## src/uart_rxto_pkg.sv

```systemverilog
package uart_rxto_pkg;
    // ****************************************
    // widths
    // ****************************************
    localparam int unsigned ADDR_W = 3;
    localparam int unsigned DATA_W = 8;
    localparam int unsigned DIV_W = 16;
    localparam int unsigned CNT_W = 5;

    // ****************************************
    // register offsets
    // ****************************************
    localparam logic [ADDR_W-1:0] ADDR_DATA = 3'h0;
    localparam logic [ADDR_W-1:0] ADDR_IER = 3'h1;
    localparam logic [ADDR_W-1:0] ADDR_ISR = 3'h2;
    localparam logic [ADDR_W-1:0] ADDR_LCR = 3'h3;
    localparam logic [ADDR_W-1:0] ADDR_MCR = 3'h4;
    localparam logic [ADDR_W-1:0] ADDR_LSR = 3'h5;

    // ****************************************
    // field positions
    // ****************************************
    localparam int unsigned IER_RX = 0;
    localparam int unsigned IER_THR = 1;
    localparam int unsigned IER_LINE = 2;
    localparam int unsigned IER_MODEM = 3;
    localparam int unsigned IER_XOFF = 5;
    localparam int unsigned IER_RTS = 6;
    localparam int unsigned IER_CTS = 7;
    localparam int unsigned LCR_DLAB = 7;
    localparam int unsigned LCR_WL_LO = 0;
    localparam int unsigned MCR_PRESCALE = 7;

    // ****************************************
    // reset values
    // ****************************************
    localparam logic [DATA_W-1:0] IER_RESET = 8'h00;
    localparam logic [DATA_W-1:0] LCR_RESET = 8'h00;
    localparam logic [DATA_W-1:0] MCR_RESET = 8'h00;
    localparam logic [DIV_W-1:0] DIV_RESET = 16'h0000;
    localparam logic [DATA_W-1:0] ZERO_BYTE = 8'h00;

    // ****************************************
    // interrupt identification codes
    // ****************************************
    typedef enum logic [DATA_W-1:0] {
        ISR_NONE = 8'h01,
        ISR_LINE = 8'h06,
        ISR_RXDATA = 8'h04,
        ISR_TIMEOUT = 8'h0c,
        ISR_THR = 8'h02,
        ISR_MODEM = 8'h00,
        ISR_XOFF = 8'h10,
        ISR_FLOW = 8'h20
    } isr_code_e;

    // ****************************************
    // timing counts
    // ****************************************
    localparam logic [3:0] PRE16_LAST = 4'hf;
    localparam logic [1:0] PRE4_LAST = 2'h3;
    localparam logic [3:0] TICK_LAST = 4'hf;
    localparam logic [DIV_W-1:0] DIV_ONE = 16'h0001;
    localparam logic [5:0] TO_MULT = 6'h04;
    localparam logic [5:0] TO_ADD = 6'h0c;
    localparam logic [5:0] WORD_MIN = 6'h05;
endpackage : uart_rxto_pkg

```

## src/baud_divider.sv

```systemverilog
`timescale 1ns/1ps
`default_nettype none
module baud_divider
    import uart_rxto_pkg::*;
(
    // clock and reset
    input wire logic clk_in,
    input wire logic rst_in,
    // control
    input wire logic prescale4_in,
    input wire logic [uart_rxto_pkg::DIV_W-1:0] divisor_in,
    input wire logic reload_in,
    // sixteen-times enable
    output logic tick_out
);
    import uart_rxto_pkg::*;

    // ****************************************
    // state
    // ****************************************
    typedef struct packed {
        logic [3:0] pre16;
        logic [1:0] pre4;
        logic [DIV_W-1:0] count;
        logic tick;
    } div_state_s;

    div_state_s s;
    div_state_s next_s;
    logic [DIV_W-1:0] div_last;

    // divisor zero is not legal; treat it as one so the output never stalls
    assign div_last = (divisor_in == DIV_RESET) ? DIV_RESET
                                                : divisor_in - DIV_ONE;

    always_comb begin
        next_s = s;
        next_s.tick = 1'b0;
        if (reload_in) begin
            next_s.pre16 = 4'h0;
            next_s.pre4 = 2'h0;
            next_s.count = DIV_RESET;
        end else begin
            next_s.pre16 = s.pre16 + 4'h1;
            // leaving divide by four mid-count must not leave pre4 stuck
            if (!prescale4_in) begin
                next_s.pre4 = 2'h0;
            end
            if (s.pre16 == PRE16_LAST) begin
                if (prescale4_in && s.pre4 != PRE4_LAST) begin
                    next_s.pre4 = s.pre4 + 2'h1;
                end else begin
                    next_s.pre4 = 2'h0;
                    if (s.count >= div_last) begin
                        next_s.count = DIV_RESET;
                        next_s.tick = 1'b1;
                    end else begin
                        next_s.count = s.count + DIV_ONE;
                    end
                end
            end
        end
    end

    always_ff @(posedge clk_in or posedge rst_in) begin
        if (rst_in) begin
            s <= '{4'h0, 2'h0, 16'h0000, 1'b0};
        end else begin
            s <= next_s;
        end
    end

    assign tick_out = s.tick;

    // ****************************************
    // checks
    // ****************************************
    tick_gap_a: assert property (@(posedge clk_in) disable iff (rst_in)
        s.tick |=> !s.tick [*8])
        else $error("baud tick closer than the divide by sixteen allows");

    reload_restart_a: assert property (@(posedge clk_in) disable iff (rst_in)
        reload_in |=> (s.pre16 == 4'h0 && s.count == DIV_RESET && !s.tick))
        else $error("divider did not restart on latch write");

    prescale_step_a: assert property (@(posedge clk_in) disable iff (rst_in)
        (!prescale4_in && !reload_in) |=> (s.pre4 == 2'h0))
        else $error("prescaler counted while divide by one selected");
endmodule : baud_divider
`default_nettype wire

```

## src/uart_rx_timeout_baud.sv

```systemverilog
`timescale 1ns/1ps
`default_nettype none
module uart_rx_timeout_baud
    import uart_rxto_pkg::*;
(
    // clock and reset
    input wire logic clk_in,
    input wire logic rst_in,
    // register port
    input wire logic [uart_rxto_pkg::ADDR_W-1:0] addr_in,
    input wire logic [uart_rxto_pkg::DATA_W-1:0] wdata_in,
    input wire logic wr_in,
    input wire logic rd_in,
    output logic [uart_rxto_pkg::DATA_W-1:0] rdata_out,
    // receive path
    input wire logic [uart_rxto_pkg::CNT_W-1:0] rx_fifo_count_in,
    input wire logic [uart_rxto_pkg::CNT_W-1:0] rx_trigger_level_in,
    input wire logic rx_stop_mid_in,
    input wire logic [uart_rxto_pkg::DATA_W-1:0] rx_data_in,
    input wire logic [uart_rxto_pkg::DATA_W-1:1] line_status_in,
    input wire logic line_error_int_in,
    output logic rx_pop_out,
    // transmit path
    input wire logic thr_empty_in,
    output logic tx_write_out,
    // modem and flow events
    input wire logic modem_int_in,
    input wire logic xoff_event_in,
    input wire logic rts_event_in,
    input wire logic cts_event_in,
    // outputs to other blocks
    output logic baud_x16_output,
    output logic [uart_rxto_pkg::DATA_W-1:0] line_control_out,
    output logic [uart_rxto_pkg::DATA_W-1:0] modem_control_out,
    output logic irq_out
);
    import uart_rxto_pkg::*;

    // ****************************************
    // state
    // ****************************************
    typedef struct packed {
        logic [DATA_W-1:0] interrupt_enable_reg;
        logic [DATA_W-1:0] line_control_reg;
        logic [DATA_W-1:0] modem_control_reg;
        logic [DIV_W-1:0] divisor;
        logic [DATA_W-1:0] rdata;
        logic [3:0] sub;
        logic [5:0] bits;
        logic timeout;
        logic thr_flag;
        logic thr_empty_q;
        logic xoff_flag;
        logic rts_flag;
        logic cts_flag;
    } main_state_s;

    main_state_s s;
    main_state_s next_s;

    // ****************************************
    // decode helpers
    // ****************************************
    function automatic logic hit(input logic stb,
                                 input logic [ADDR_W-1:0] a,
                                 input logic [ADDR_W-1:0] want);
        hit = stb && (a == want);
    endfunction : hit

    function automatic logic [5:0] to_limit(input logic [1:0] wl);
        to_limit = TO_MULT * (WORD_MIN + {4'h0, wl}) + TO_ADD;
    endfunction : to_limit

    logic dlab;
    logic rhr_read;
    logic thr_write;
    logic isr_read;
    logic div_lo_wr;
    logic div_hi_wr;
    logic ier_wr;
    logic reload;
    logic rx_nonempty;
    logic rx_level;
    logic restart;
    logic expire;
    logic [5:0] limit;
    logic baud_tick;
    logic src_line;
    logic src_rxd;
    logic src_rxto;
    logic src_thr;
    logic src_modem;
    logic src_xoff;
    logic src_flow;
    isr_code_e code;

    assign dlab = s.line_control_reg[LCR_DLAB];
    assign rhr_read = hit(rd_in, addr_in, ADDR_DATA) && !dlab;
    assign thr_write = hit(wr_in, addr_in, ADDR_DATA) && !dlab;
    assign isr_read = hit(rd_in, addr_in, ADDR_ISR);
    assign div_lo_wr = hit(wr_in, addr_in, ADDR_DATA) && dlab;
    assign div_hi_wr = hit(wr_in, addr_in, ADDR_IER) && dlab;
    assign ier_wr = hit(wr_in, addr_in, ADDR_IER) && !dlab;
    assign reload = div_lo_wr || div_hi_wr;
    assign rx_nonempty = (rx_fifo_count_in != '0);
    assign rx_level = rx_nonempty
                      && (rx_fifo_count_in >= rx_trigger_level_in);
    assign limit = to_limit(s.line_control_reg[LCR_WL_LO +: 2]);
    // empty fifo holds the counter at zero, so no expiry can build up
    assign restart = rx_stop_mid_in || rhr_read || !rx_nonempty;
    assign expire = rx_nonempty && !restart && (s.bits == limit);

    // ****************************************
    // shared baud generator
    // ****************************************
    baud_divider divider (
        .clk_in(clk_in),
        .rst_in(rst_in),
        .prescale4_in(s.modem_control_reg[MCR_PRESCALE]),
        .divisor_in(s.divisor),
        .reload_in(reload),
        .tick_out(baud_tick)
    );

    // ****************************************
    // interrupt priority
    // ****************************************
    assign src_line = s.interrupt_enable_reg[IER_LINE] && line_error_int_in;
    assign src_rxd = s.interrupt_enable_reg[IER_RX] && rx_level;
    assign src_rxto = s.interrupt_enable_reg[IER_RX] && s.timeout && rx_nonempty;
    assign src_thr = s.interrupt_enable_reg[IER_THR] && s.thr_flag;
    assign src_modem = s.interrupt_enable_reg[IER_MODEM] && modem_int_in;
    assign src_xoff = s.interrupt_enable_reg[IER_XOFF] && s.xoff_flag;
    assign src_flow = (s.interrupt_enable_reg[IER_RTS] && s.rts_flag)
                      || (s.interrupt_enable_reg[IER_CTS] && s.cts_flag);

    always_comb begin
        if (src_line) begin
            code = ISR_LINE;
        end else if (src_rxto) begin
            code = ISR_TIMEOUT;
        end else if (src_rxd) begin
            code = ISR_RXDATA;
        end else if (src_thr) begin
            code = ISR_THR;
        end else if (src_modem) begin
            code = ISR_MODEM;
        end else if (src_xoff) begin
            code = ISR_XOFF;
        end else if (src_flow) begin
            code = ISR_FLOW;
        end else begin
            code = ISR_NONE;
        end
    end

    // ****************************************
    // next state
    // ****************************************
    always_comb begin
        next_s = s;
        // registers
        if (hit(wr_in, addr_in, ADDR_LCR)) begin
            next_s.line_control_reg = wdata_in;
        end
        if (hit(wr_in, addr_in, ADDR_MCR)) begin
            next_s.modem_control_reg = wdata_in;
        end
        if (ier_wr) begin
            next_s.interrupt_enable_reg = wdata_in;
        end
        if (div_lo_wr) begin
            next_s.divisor[DATA_W-1:0] = wdata_in;
        end
        if (div_hi_wr) begin
            next_s.divisor[DIV_W-1:DATA_W] = wdata_in;
        end
        // read data, valid only in the cycle after the strobe
        next_s.rdata = ZERO_BYTE;
        if (rd_in) begin
            unique case (addr_in)
                ADDR_DATA: next_s.rdata = dlab ? s.divisor[DATA_W-1:0]
                                               : rx_data_in;
                ADDR_IER: next_s.rdata = dlab ? s.divisor[DIV_W-1:DATA_W]
                                              : s.interrupt_enable_reg;
                ADDR_ISR: next_s.rdata = code;
                ADDR_LCR: next_s.rdata = s.line_control_reg;
                ADDR_MCR: next_s.rdata = s.modem_control_reg;
                ADDR_LSR: next_s.rdata = {line_status_in, rx_nonempty};
                default: next_s.rdata = ZERO_BYTE;
            endcase
        end
        // time-out counter in bit times
        if (restart) begin
            next_s.sub = 4'h0;
            next_s.bits = 6'h00;
        end else if (baud_tick) begin
            if (s.sub == TICK_LAST) begin
                next_s.sub = 4'h0;
                if (s.bits != limit) begin
                    next_s.bits = s.bits + 6'h01;
                end
            end else begin
                next_s.sub = s.sub + 4'h1;
            end
        end
        // a data read clears it; expiry cannot coincide with a read
        next_s.timeout = expire
                         || (s.timeout && !rhr_read && rx_nonempty);
        // transmit empty: set on rising edge, cleared on write or service
        next_s.thr_empty_q = thr_empty_in;
        next_s.thr_flag = (thr_empty_in && !s.thr_empty_q)
                          || (s.thr_flag && !thr_write
                              && !(isr_read && code == ISR_THR));
        // flow events: set wins over the service read
        next_s.xoff_flag = xoff_event_in
                           || (s.xoff_flag
                               && !(isr_read && code == ISR_XOFF));
        next_s.rts_flag = rts_event_in
                          || (s.rts_flag
                              && !(isr_read && code == ISR_FLOW));
        next_s.cts_flag = cts_event_in
                          || (s.cts_flag
                              && !(isr_read && code == ISR_FLOW));
    end

    always_ff @(posedge clk_in or posedge rst_in) begin
        if (rst_in) begin
            s <= '{IER_RESET, LCR_RESET, MCR_RESET, DIV_RESET, ZERO_BYTE,
                   4'h0, 6'h00, 1'b0, 1'b1, 1'b1, 1'b0, 1'b0, 1'b0};
        end else begin
            s <= next_s;
        end
    end

    // ****************************************
    // outputs
    // ****************************************
    assign rdata_out = s.rdata;
    assign rx_pop_out = rhr_read && rx_nonempty;
    assign tx_write_out = thr_write;
    assign baud_x16_output = baud_tick;
    assign line_control_out = s.line_control_reg;
    assign modem_control_out = s.modem_control_reg;
    assign irq_out = (code != ISR_NONE);

    // ****************************************
    // checks
    // ****************************************
    dlab_gate_a: assert property (@(posedge clk_in) disable iff (rst_in)
        (hit(wr_in, addr_in, ADDR_IER) && !dlab)
        |=> (s.divisor == $past(s.divisor) && s.interrupt_enable_reg == $past(wdata_in)))
        else $error("divisor latch changed while latch access was off");

    empty_no_to_a: assert property (@(posedge clk_in) disable iff (rst_in)
        !rx_nonempty |-> (code != ISR_TIMEOUT))
        else $error("time-out reported with an empty receive fifo");

    to_restart_a: assert property (@(posedge clk_in) disable iff (rst_in)
        (rx_stop_mid_in || rhr_read) |=> (s.bits == 6'h00 && s.sub == 4'h0))
        else $error("time-out count did not restart");

    to_clear_a: assert property (@(posedge clk_in) disable iff (rst_in)
        rhr_read |=> !s.timeout)
        else $error("time-out flag survived a data read");

    to_expire_a: assert property (@(posedge clk_in) disable iff (rst_in)
        (rx_nonempty && !restart && s.bits == limit) |=> s.timeout)
        else $error("time-out did not fire at its limit");

    to_limit_a: assert property (@(posedge clk_in) disable iff (rst_in)
        s.bits <= to_limit(s.line_control_reg[LCR_WL_LO +: 2]) + 6'h01)
        else $error("time-out count ran past its limit");

    flow_lowest_a: assert property (@(posedge clk_in) disable iff (rst_in)
        (code == ISR_FLOW)
        |-> !(src_line || src_rxd || src_rxto || src_thr
              || src_modem || src_xoff))
        else $error("flow interrupt shown over a higher one");

    rx_shared_a: assert property (@(posedge clk_in) disable iff (rst_in)
        (src_rxd && !src_line && !src_rxto) |-> (code == ISR_RXDATA))
        else $error("receive data interrupt not reported");

    thr_reset_a: assert property (@(posedge clk_in) disable iff (rst_in)
        $fell(rst_in) |-> s.thr_flag)
        else $error("transmit empty not pending after reset");

    thr_service_a: assert property (@(posedge clk_in) disable iff (rst_in)
        (isr_read && code == ISR_THR && s.thr_empty_q) |=> !s.thr_flag)
        else $error("transmit empty interrupt not cleared by service");

    flow_enable_a: assert property (@(posedge clk_in) disable iff (rst_in)
        (code == ISR_XOFF) |-> s.interrupt_enable_reg[IER_XOFF])
        else $error("xoff interrupt shown while disabled");

    single_code_a: assert property (@(posedge clk_in) disable iff (rst_in)
        rd_in && addr_in == ADDR_ISR
        |=> (s.rdata inside {ISR_NONE, ISR_LINE, ISR_RXDATA, ISR_TIMEOUT,
                             ISR_THR, ISR_MODEM, ISR_XOFF, ISR_FLOW}))
        else $error("status showed more than one source");

    prescale_route_a: assert property (@(posedge clk_in) disable iff (rst_in)
        hit(wr_in, addr_in, ADDR_MCR)
        |=> s.modem_control_reg[MCR_PRESCALE] == $past(wdata_in[MCR_PRESCALE]))
        else $error("prescale select not taken");

    reload_on_write_a: assert property (@(posedge clk_in) disable iff (rst_in)
        reload |=> !baud_tick [*8])
        else $error("baud tick right after a latch write");
endmodule : uart_rx_timeout_baud
`default_nettype wire

```

## config.mk

```make
export PLATFORM = sky130hd
export DESIGN_NAME = uart_rx_timeout_baud
export DESIGN_NICKNAME = d
export VERILOG_FILES = /design/src/uart_rxto_pkg.sv /design/src/baud_divider.sv /design/src/uart_rx_timeout_baud.sv
export SDC_FILE = /design/constraint.sdc
export NUM_CORES = 1
export LEC_CHECK = 0
export BUFFER_PORTS_ARGS = -buffer_cell sky130_fd_sc_hd__buf_4
export CORE_MARGIN = 1.5
export CORE_UTILIZATION = 45
export DETAILED_ROUTE_END_ITERATION = 8
export PLACE_DENSITY_LB_ADDON = 0.2
export SLEW_MARGIN = 10
export SYNTH_ARGS = -nofsm -noshare
export SYNTH_HDL_FRONTEND = slang
export SYNTH_HIERARCHICAL = 1
export SYNTH_SLANG_ARGS = --single-unit
```

## constraint.sdc

```tcl
create_clock -name clk_in -period 3.8 [get_ports clk_in]
set_input_delay 0.38 -clock clk_in [delete_from_list [all_inputs] [get_ports clk_in]]
set_output_delay 0.38 -clock clk_in [all_outputs]
set_load 0.01 [all_outputs]
```

==> results.ini, run 1 <==
[global_routing]
grt_pass1_wl_mm=22.27
antenna_found_initial=0
gr-total-overflow=0
track_usage_pct=22.03
grt_pass1_vias=4311
grt_max_degree=42

[timing]
finalWorstPathRequiredPeriod_ns=3.752
max-slew-margin-rel_pct=42.40
worst_slew_pin_slew_ns=0.8628
fin_ws_ns=0.04824
fin_setup_tns_ns=0
skew_ns=0.005979
timing.hold.ws_ns=0.1579
setup_violations=0
timing.fmax_mhz=266.5
rsz0062_at_grt=yes
finalMaxSlewViolations=0
min_period_over_period_pct=98.73
hold_viol_final=0

[die]
placeableCoreArea_mm2=0.01196
dieArea_mm2=0.01292
start_util_pct=46.08
pin_count=75
die_width_um=113.7
die_h_um=113.7
row_count=40

[cts]
h-tree-depth=3
cts.sinks=87
cts_buffers=9
cts_hold_buf=0
max-clock-path-buffers=2
cts_tree=yes
clk_latency_ns=0.34
clk_pin_slew_worst_paths_ns=0.06
cts_root_buf=clkbuf_16

[outcome]
status=completed

[routing]
postRouteWirelength_mm=13.42
via_count=4391
dr.pass1.iters=4
routed_via_density=5.688
first_iter_violations=199
drtAntennaViolNets=0
drc_errors=0
m1WireLength_mm=6.088
highest_layer=met4
post_drt_wl_per_cell_um=17.38
wl_met3_um=517
wl_met2_mm=6.565

[synth]
syn_area_mm2=0.005512
yosysSeqAreaShare_pct=39.55
syn-num-nets=634
ys_ff_latch=87
syn_inst=556
syn_avg_cell_area_um2=9.913
async_flop_share_pct=100.0
synth_ff_type=dfrtp_1
yosys_warnings=6
yosysUniqueCellTypes=64
synth_edf_count=0

[pwr]
total_power_mw=3.395
irDropWorstVdd_uv=257.3
powerDensity_mw_per_mm2=519.5
p_leak_nw=3.020

[setup_path]
worstSetupStartpoint=s[34]
end_kind=register
worst_setup_path_start_kind=register
arrival_ns=4.03
crit_required_ns=4.07
r2r-start=s[34]
cp_max_fo=3
critPathKind=register to register

[layout]
fill_cells=1044
final_cell_area_mm2=0.006535
finalNonFillerCells=772
area_delta_synth_final_pct=18.57
drive_above_1_share_pct=29.44
layout.nets=698
diodes=0
fin_util_pct=54.63

[worst_hold_path]
hold_start=thr_empty_in
min_path_type=primary input to register

[place]
dpl_cell_area_mm2=0.006116
gp_congestion=0.8773
dp_hpwl_mm=10.15
dpl_worst_slack_ns=-0.04925
placed_cells=752
portBuffers=74

[flow_run]
cap_violations=0

-- layout make-up --
type | count | area [µm²] | area share [%]
Sequential cell | 87 | 2180 | 33.35
Clock buffer | 11 | 232.7 | 3.561
Timing Repair Buffer | 94 | 718.2 | 10.99
Multi-Input combinational cell | 405 | 3005 | 45.99
Inverter | 23 | 86.33 | 1.321
Clock inverter | 5 | 128.9 | 1.972
Tap cell | 147 | 183.9 | 2.814
-- repair_timing --
action,4_1_cts,5_1_grt
gates resized for setup,0,7
buffers inserted,1,3
endpoints found under the hold margin,0,0
pin swaps,1,4
endpoints found under the setup margin,6,16
-- state kept, by name, indices dropped and copies added (netlist names) --
register / count
rdata_out: 8
s: 40
modem_control_out: 8
divider/tick_out: 1
line_control_out: 8
divider/s: 22
-- cells by family (layout without fill, tap and decap cells) --
| group | Yosys count | after routing | synth area share (%) |
|---|---|---|---|
| adders and majority gates | 31 | 31 | 7.037 |
| AOI/OAI and AO/OA | 97 | 97 | 11.90 |
| muxes | 68 | 68 | 13.78 |
| buffers and inverters | 64 | 133 | 6.425 |
| DFF | 87 | 87 | 39.55 |
| xor gates and xnor gates | 20 | 20 | 3.428 |
| and+or+nand+nor | 189 | 189 | 17.89 |
-- synth_stat cells (all sizes together), types with 6 or more instances --
library cell,instances,area (µm²)
o21ai,24,131.4
a21oi,26,130.1
nor3,13,65.06
dfrtp,85,2127
nand3,26,135.1
xnor2,8,70.07
xor2,11,96.34
a21o,7,52.55
nor2,33,136.4
nand3b,6,45.04
nor2b,8,50.05
mux2,50,563.0
mux2i,17,173.9
ha,31,387.9
a31oi,7,43.79
and3,9,56.30
nand2,54,202.7
clkbuf,7,26.28
buf,34,241.5
inv,23,86.33
-- power by group --
part / switching [mW] / total [mW] / internal [mW]
combinational: 0.490 / 1.04 / 0.546
clock: 0.361 / 1.07 / 0.712
sequential: 0.201 / 1.29 / 1.09
-- metal layers --
metal	global-route usage, %	vias to the layer above
met5	0	-
met4	8.583	0
met3	3.932	18
met2	35.58	115
met1	29.57	2149
li1	-	2109
-- critical path, stage by stage (launching register included) --
cell and delay, ns:
dfrtp_1 0.38, or4_4 0.53, or4_4 0.43, or3_4 0.35, nor3_2 0.10, a21oi_1 0.06, ha_1 0.32, and4_1 0.17
and3_4 0.18, a221o_1 0.34, a211oi_4 0.26, buf_4 0.17, or3b_1 0.33, nand3_1 0.08
-- final timing paths --
| path | to | slack [ns] | cells after the start |
|---|---|---|---|
| setup / recovery | divider/s[11] | 0.05 | 13 |
| hold / removal | s[3] | 0.16 | 1 |
| setup reg to reg | divider/s[11] | 0.05 | 13 |
| hold reg to reg | divider/s[19] | 0.46 | 1 |
| max in group asynchronous | s[25] | 2.72 | 3 |
| min in group asynchronous | s[12] | 0.24 | 2 |
-- placed cells by master, fill, tap and decap left out, drive strengths merged, types with 4 or more instances in the layout --
master and n:
a21o 7, a21oi 26, a22o 4, a31oi 7, and2 4, and3 9, buf 94, bufinv 4
clkbuf 11, dfrtp 85, ha 31, inv 24, mux2 50, mux2i 17, nand2 54, nand2b 4
nand3 26, nand3b 6, nand4 5, nor2 33, nor2b 8, nor3 13, nor3b 5, nor4 4
o211ai 4, o21ai 24, or3 5, xnor2 8, xor2 11
No activity file was read; power rests on OpenSTA's default activity.
==> run 2: changes to the inputs <==
Settings changed: ABC_AREA set to 1.
==> results.ini, run 2 <==
[outcome]
status=completed

[cts]
cts_root_buf=clkbuf_16
h-tree-depth=3
cts.sinks=87
post_cts_buffers=0
ctsResizeCount=0
cts_tree=yes
max-clock-path-buffers=2
clk_latency_ns=0.35
cts_buffers=9
cts_hold_buf=0
clk_pin_slew_worst_paths_ns=0.06

[pwr]
p_comb_share_pct=31.9
p_clk_share_pct=29.2
switching_power_mw=1.200
power_switching_share_pct=36.66
intPower_mw=2.074
p_leak_nw=3.443
power_frac_seq_pct=38.9
powerDensity_mw_per_mm2=494.1
irDropWorstVdd_uv=260.1

[place]
portBuffers=74
gp_congestion=0.9335
dp_hpwl_mm=11.11
dpl_cell_area_mm2=0.006311

[synth]
synth_commonest_cells=nand2_1, dfrtp_1, inv_1
async_flop_share_pct=100.0
synth_edf_count=0
synth-compound-area-share_pct=7.965
synth_area_leaders=dfrtp_1, nand2_1, ha_1
syn-num-nets=866
synth_top_cell_by_area=dfrtp_1
yosysUniqueCellTypes=40
synth_top_family_by_area=simple AND/OR/NAND/NOR gates
syn_avg_cell_area_um2=7.356
syn_area_mm2=0.005797
yosys.area_share.simple_pct=33.71
synthAdderAreaFrac_pct=6.691
ys_ff_latch=87
synth_top_area_share_pct=36.69
synthMuxAreaShare_pct=0
synth_xor_area_share_pct=3.626
syn_inst=788
yosys_warnings=6
yosysMostFrequentCell=nand2_1
synth_ff_type=dfrtp_1
yosysSeqAreaShare_pct=37.60

[layout]
final_cell_area_mm2=0.006626
area_delta_synth_final_pct=14.31
layout.nets=915
largest_reg_flops=40
top_register=s
diodes=0
reg.largest.list=s: 40 flops, divider/s: 22 flops
drive_above_1_share_pct=15.91
final_common_cell=nand2_1
final_cell_mix=nand2_1, dfrtp_1, buf_4

[timing]
hold_viol_final=0
rsz0062_at_grt=no
finalWorstPathRequiredPeriod_ns=3.017
worst_slew_pin_slew_ns=0.9246
finalMaxSlewViolations=0
timing.fmax_mhz=331.5
setup_violations=0
min_period_over_period_pct=79.39
skew_ns=0.01121
fin_setup_tns_ns=0
max-slew-margin-rel_pct=38.29

[setup_path]
slowest_stage=nor2_2
cp_max_fo=17
slowest_delay_ns=0.64
end_kind=register
cp_top_family=simple AND/OR/NAND/NOR gates
r2r-start=s[24]
crit_chain=inv_2 -> ha_1 -> inv_1 -> nor4_1 -> nand3_1 -> nand3_1 -> ha_1 -> a21oi_1 -> o21ai_1 -> nor2_2 -> nand4_1 -> nand2_1
cp_num_buf_inv=2
arrival_ns=3.30
crit_required_ns=4.08
worstSetupStartpoint=s[24]
worst_setup_path_start_kind=register
critPathKind=register to register

[die]
start_util_pct=45.93
placeableCoreArea_mm2=0.01262
die_h_um=116.5
pin_count=75
row_count=41
die_width_um=116.5
dieArea_mm2=0.01357

[routing]
drtAntennaViolNets=0
drc_errors=0
post_drt_wl_per_cell_um=14.45
dr.pass1.iters=5
first_iter_violations=397
routed_via_density=5.167
via_count=5239
postRouteWirelength_mm=14.65

[worst_hold_path]
min_path_type=primary input to register
hold_start=thr_empty_in

[global_routing]
grt_pass1_wl_mm=24.36
grt_max_degree=35
antenna_found_initial=0
grt_pass1_vias=4995
track_usage_pct=23.30
gr-total-overflow=0

[flow_run]
cap_violations=0

## run 2: routing by layer
layer	routed length (µm)	GRT usage (%)	vias to the layer above
li1	-	-	2624
met1	6919	32.51	2456
met2	6792	37.37	139
met3	672	2.906	20
met4	270	8.455	0
met5	0	0	-
## run 2: per-stage QoR
step                utilization [%]  setup slack [ns]  instances  hold WS, ns  total power, mW
finish                        52.51            0.7832       1014       0.1426            3.274
floorplan                         -             1.465        788       0.3819            2.046
CTS                           52.51            0.8258       1014       0.1354            3.287
detailed placement            50.01            0.8276        998       0.4597            2.327
global route                  52.51            0.3707       1014       0.1363            3.505
global placement              50.01            0.9831        998       0.4429            2.286
## run 2: logic make-up after synthesis
kind of cell | count (synthesis)
buffers and inverters | 127
and+or+nand+nor | 432
AOI/OAI and AO/OA | 87
xor gates and xnor gates | 24
DFF | 87
adders and majority gates | 31
## run 2: cell type report
| type | instances | area, µm² |
|---|---|---|
| fillers | 1269 | 5993 |
| multi-input cells | 574 | 3014 |
| flip-flops and latches | 87 | 2180 |
| repair buffers | 75 | 563.0 |
| inverters | 90 | 339.1 |
| clock buffers | 11 | 232.7 |
| well taps | 172 | 215.2 |
| clock inverters | 5 | 82.58 |
## run 2: worst paths after layout
kind                                 end  slack (ns)  cells past startpoint
max                         divider/s[5]        0.78                     12
min in group asynchronous          s[14]        0.16                      2
max reg2reg                 divider/s[5]        0.78                     12
min reg2reg                divider/s[19]        0.46                      1
max in group asynchronous           s[4]        2.73                      3
min                                 s[3]        0.14                      1
## run 2: power groups by stage
stage / Sequential, mW / Clock (mW) / Combinational [mW]
floorplan: 1.22 / 0 / 0.827
global placement: 1.28 / 0 / 1.01
detailed placement: 1.29 / 0 / 1.04
CTS: 1.27 / 0.968 / 1.05
global route: 1.30 / 0.999 / 1.20
finish: 1.27 / 0.956 / 1.04
## run 2: worst register-to-register path: cells and delay by family, from the launching register on
family / cells / cell delay (ns)
AND/OR/NAND/NOR: 6 / 1.73
flip-flops: 1 / 0.42
adder cells (fa/ha/maj): 2 / 0.41
AO/OA/AOI/OAI: 2 / 0.23
buffers and inverters: 2 / 0.15
==> run 3: changes to the inputs <==
Settings changed: ABC_AREA 1 to 0.
Clock period 3.8 ns to 2.8 ns, I/O delays scaled along.
==> results.ini, run 3 (synthesized netlist as in run 1, its figures left out) <==
[timing]
skew_ns=0.003491
timing.fmax_mhz=265.9
setup_violations=17
rsz0062_at_grt=yes
min_period_over_period_pct=134.3
fin_ws_ns=-0.9608
finalWorstPathRequiredPeriod_ns=3.761
max-slew-margin-rel_pct=42.89
finalMaxSlewViolations=0
hold_viol_final=0
worst_slew_pin_slew_ns=0.8558

[pwr]
irDropWorstVdd_uv=337.0
total_power_mw=4.660
p_leak_nw=3.149
powerDensity_mw_per_mm2=691.3

[setup_path]
arrival_ns=4.02
crit_chain=or4_4 -> or4_4 -> or3_4 -> nor3_2 -> a21oi_1 -> ha_1 -> and4_1 -> and3_4 -> a221o_1 -> a211oi_4 -> buf_4 -> buf_6 -> a21oi_1 -> a31oi_1
cp_num_cells=14
cp_num_buf_inv=2
crit_required_ns=3.06
r2r-start=s[34]
r2r_end=divider/s[3]
worst_setup_path_start_kind=register
worstSetupStartpoint=s[34]
cp_max_fo=6
cp_top_family=simple AND/OR/NAND/NOR gates
r2r_setup_slack_ns=-0.96
slowest_delay_ns=0.54
r2r_cells=14
cp-endpoint=divider/s[3]
end_kind=register
critPathKind=register to register
slowest_stage=or4_4

[global_routing]
track_usage_pct=22.08
gr-total-overflow=0
grt_pass1_vias=4476
grt_max_degree=65
grt_pass1_wl_mm=22.34
antenna_found_initial=0

[cts]
h-tree-depth=3
max-clock-path-buffers=2
cts.sinks=87
cts_buffers=9
cts_hold_buf=0
cts_root_buf=clkbuf_16
clk_pin_slew_worst_paths_ns=0.06
cts_tree=yes
clk_latency_ns=0.33

[die]
die_width_um=113.7
start_util_pct=46.08
pin_count=75
die_h_um=113.7
dieArea_mm2=0.01292
row_count=40
placeableCoreArea_mm2=0.01196

[routing]
routed_via_density=5.563
dr.pass1.iters=4
via_count=4450
drc_errors=0
post_drt_wl_per_cell_um=17.07
first_iter_violations=180
postRouteWirelength_mm=13.66
drtAntennaViolNets=0

[outcome]
violations=setup timing
status=complete, but fails checks

[worst_hold_path]
min_path_type=primary input to asynchronous set/reset pin

[place]
gp_congestion=0.8622
dpl_worst_slack_ns=-0.9040
portBuffers=74
dpl_cell_area_mm2=0.006325
placed_cells=779
dp_hpwl_mm=10.39

[layout]
drive_above_1_share_pct=32.92
area_delta_synth_final_pct=22.29
multi_input_area_mm2=0.003027
regArea_mm2=0.002180
diodes=0
finalNonFillerCells=800
final_common_cell=buf_4
largest_reg_flops=40
fill_cells=1019
final_cell_area_mm2=0.006740
layout.nets=726
top_register=s
final_cell_mix=buf_4, dfrtp_1, nand2_1
reg.largest.list=s: 40 flops, divider/s: 22 flops

[flow_run]
cap_violations=0

-- run 3: cell types whose count changed in the layout (fill, tap and decap cells not counted), sizes merged, moves of 20 or more --
cell / previous run / this run
nand2: 266 / 54
inv: 90 / 23
mux2: 0 / 50
buf: 75 / 122
nor2: 64 / 33
nand4: 32 / 5
o21ai: 51 / 24
nand3: 46 / 26
-- run 3: worst register-to-register path: stages, from the launching register on --
cell and delay, ns:
dfrtp_1 0.37, or4_4 0.54, or4_4 0.45, or3_4 0.35
nor3_2 0.10, a21oi_1 0.07, ha_1 0.29, and4_1 0.18
and3_4 0.18, a221o_1 0.34, a211oi_4 0.33, buf_4 0.18
buf_6 0.10, a21oi_1 0.06, a31oi_1 0.13
-- run 3: worst min path at each step --
| stage | slack (ns) | from | to | cells past startpoint |
|---|---|---|---|---|
| 5_1_grt | 0.04 | rst_in | s[13] | 3 |
| 6_report | 0.01 | rst_in | s[13] | 3 |
| 3_5_place_dp | 0.39 | rst_in | s[13] | 3 |
| 4_1_cts | 0.03 | rst_in | s[13] | 3 |
| 3_3_place_gp | 0.39 | rst_in | s[15] | 3 |
| 2_1_floorplan | 0.28 | rst_in | divider/s[10] | 1 |
-- run 3: power breakdown --
part	internal [mW]	switching [mW]
registers	1.47	0.179
clock network	0.807	0.495
logic	0.897	0.808
-- run 3: final cells by class --
class / instances / share of cell area [%]
multi-input combinational: 405 / 44.90
clock inverter: 5 / 1.207
clock buffer: 11 / 3.601
timing repair buffer: 122 / 13.94
sequential: 87 / 32.34
inverter: 23 / 1.281
tap: 147 / 2.729
-- run 3: metal layers --
metal | GRT usage (%) | routed length [µm] | up-vias
met5 | 0 | 0 | -
met4 | 9.583 | 362 | 0
met3 | 2.657 | 459 | 25
met2 | 36.39 | 6577 | 108
met1 | 29.47 | 6257 | 2157
li1 | - | - | 2160
-- run 3: through the flow --
step | hold slack [ns] | util, % | setup TNS (ns)
after floorplan | 0.2819 | - | -12.54
after global placement | 0.3891 | 52.88 | -12.69
after detailed placement | 0.3925 | 52.88 | -14.11
after CTS | 0.03370 | 56.05 | -13.82
after global routing | 0.04476 | 56.35 | -17.53
final | 0.01441 | 56.35 | -15.20
-- run 3: what timing repair did --
item / CTS / global route
pin swaps: 2 / 3
setup endpoints to repair: 17 / 17
gates resized for setup: 7 / 6
buffers inserted: 3 / 1
gates cloned: 1 / 0
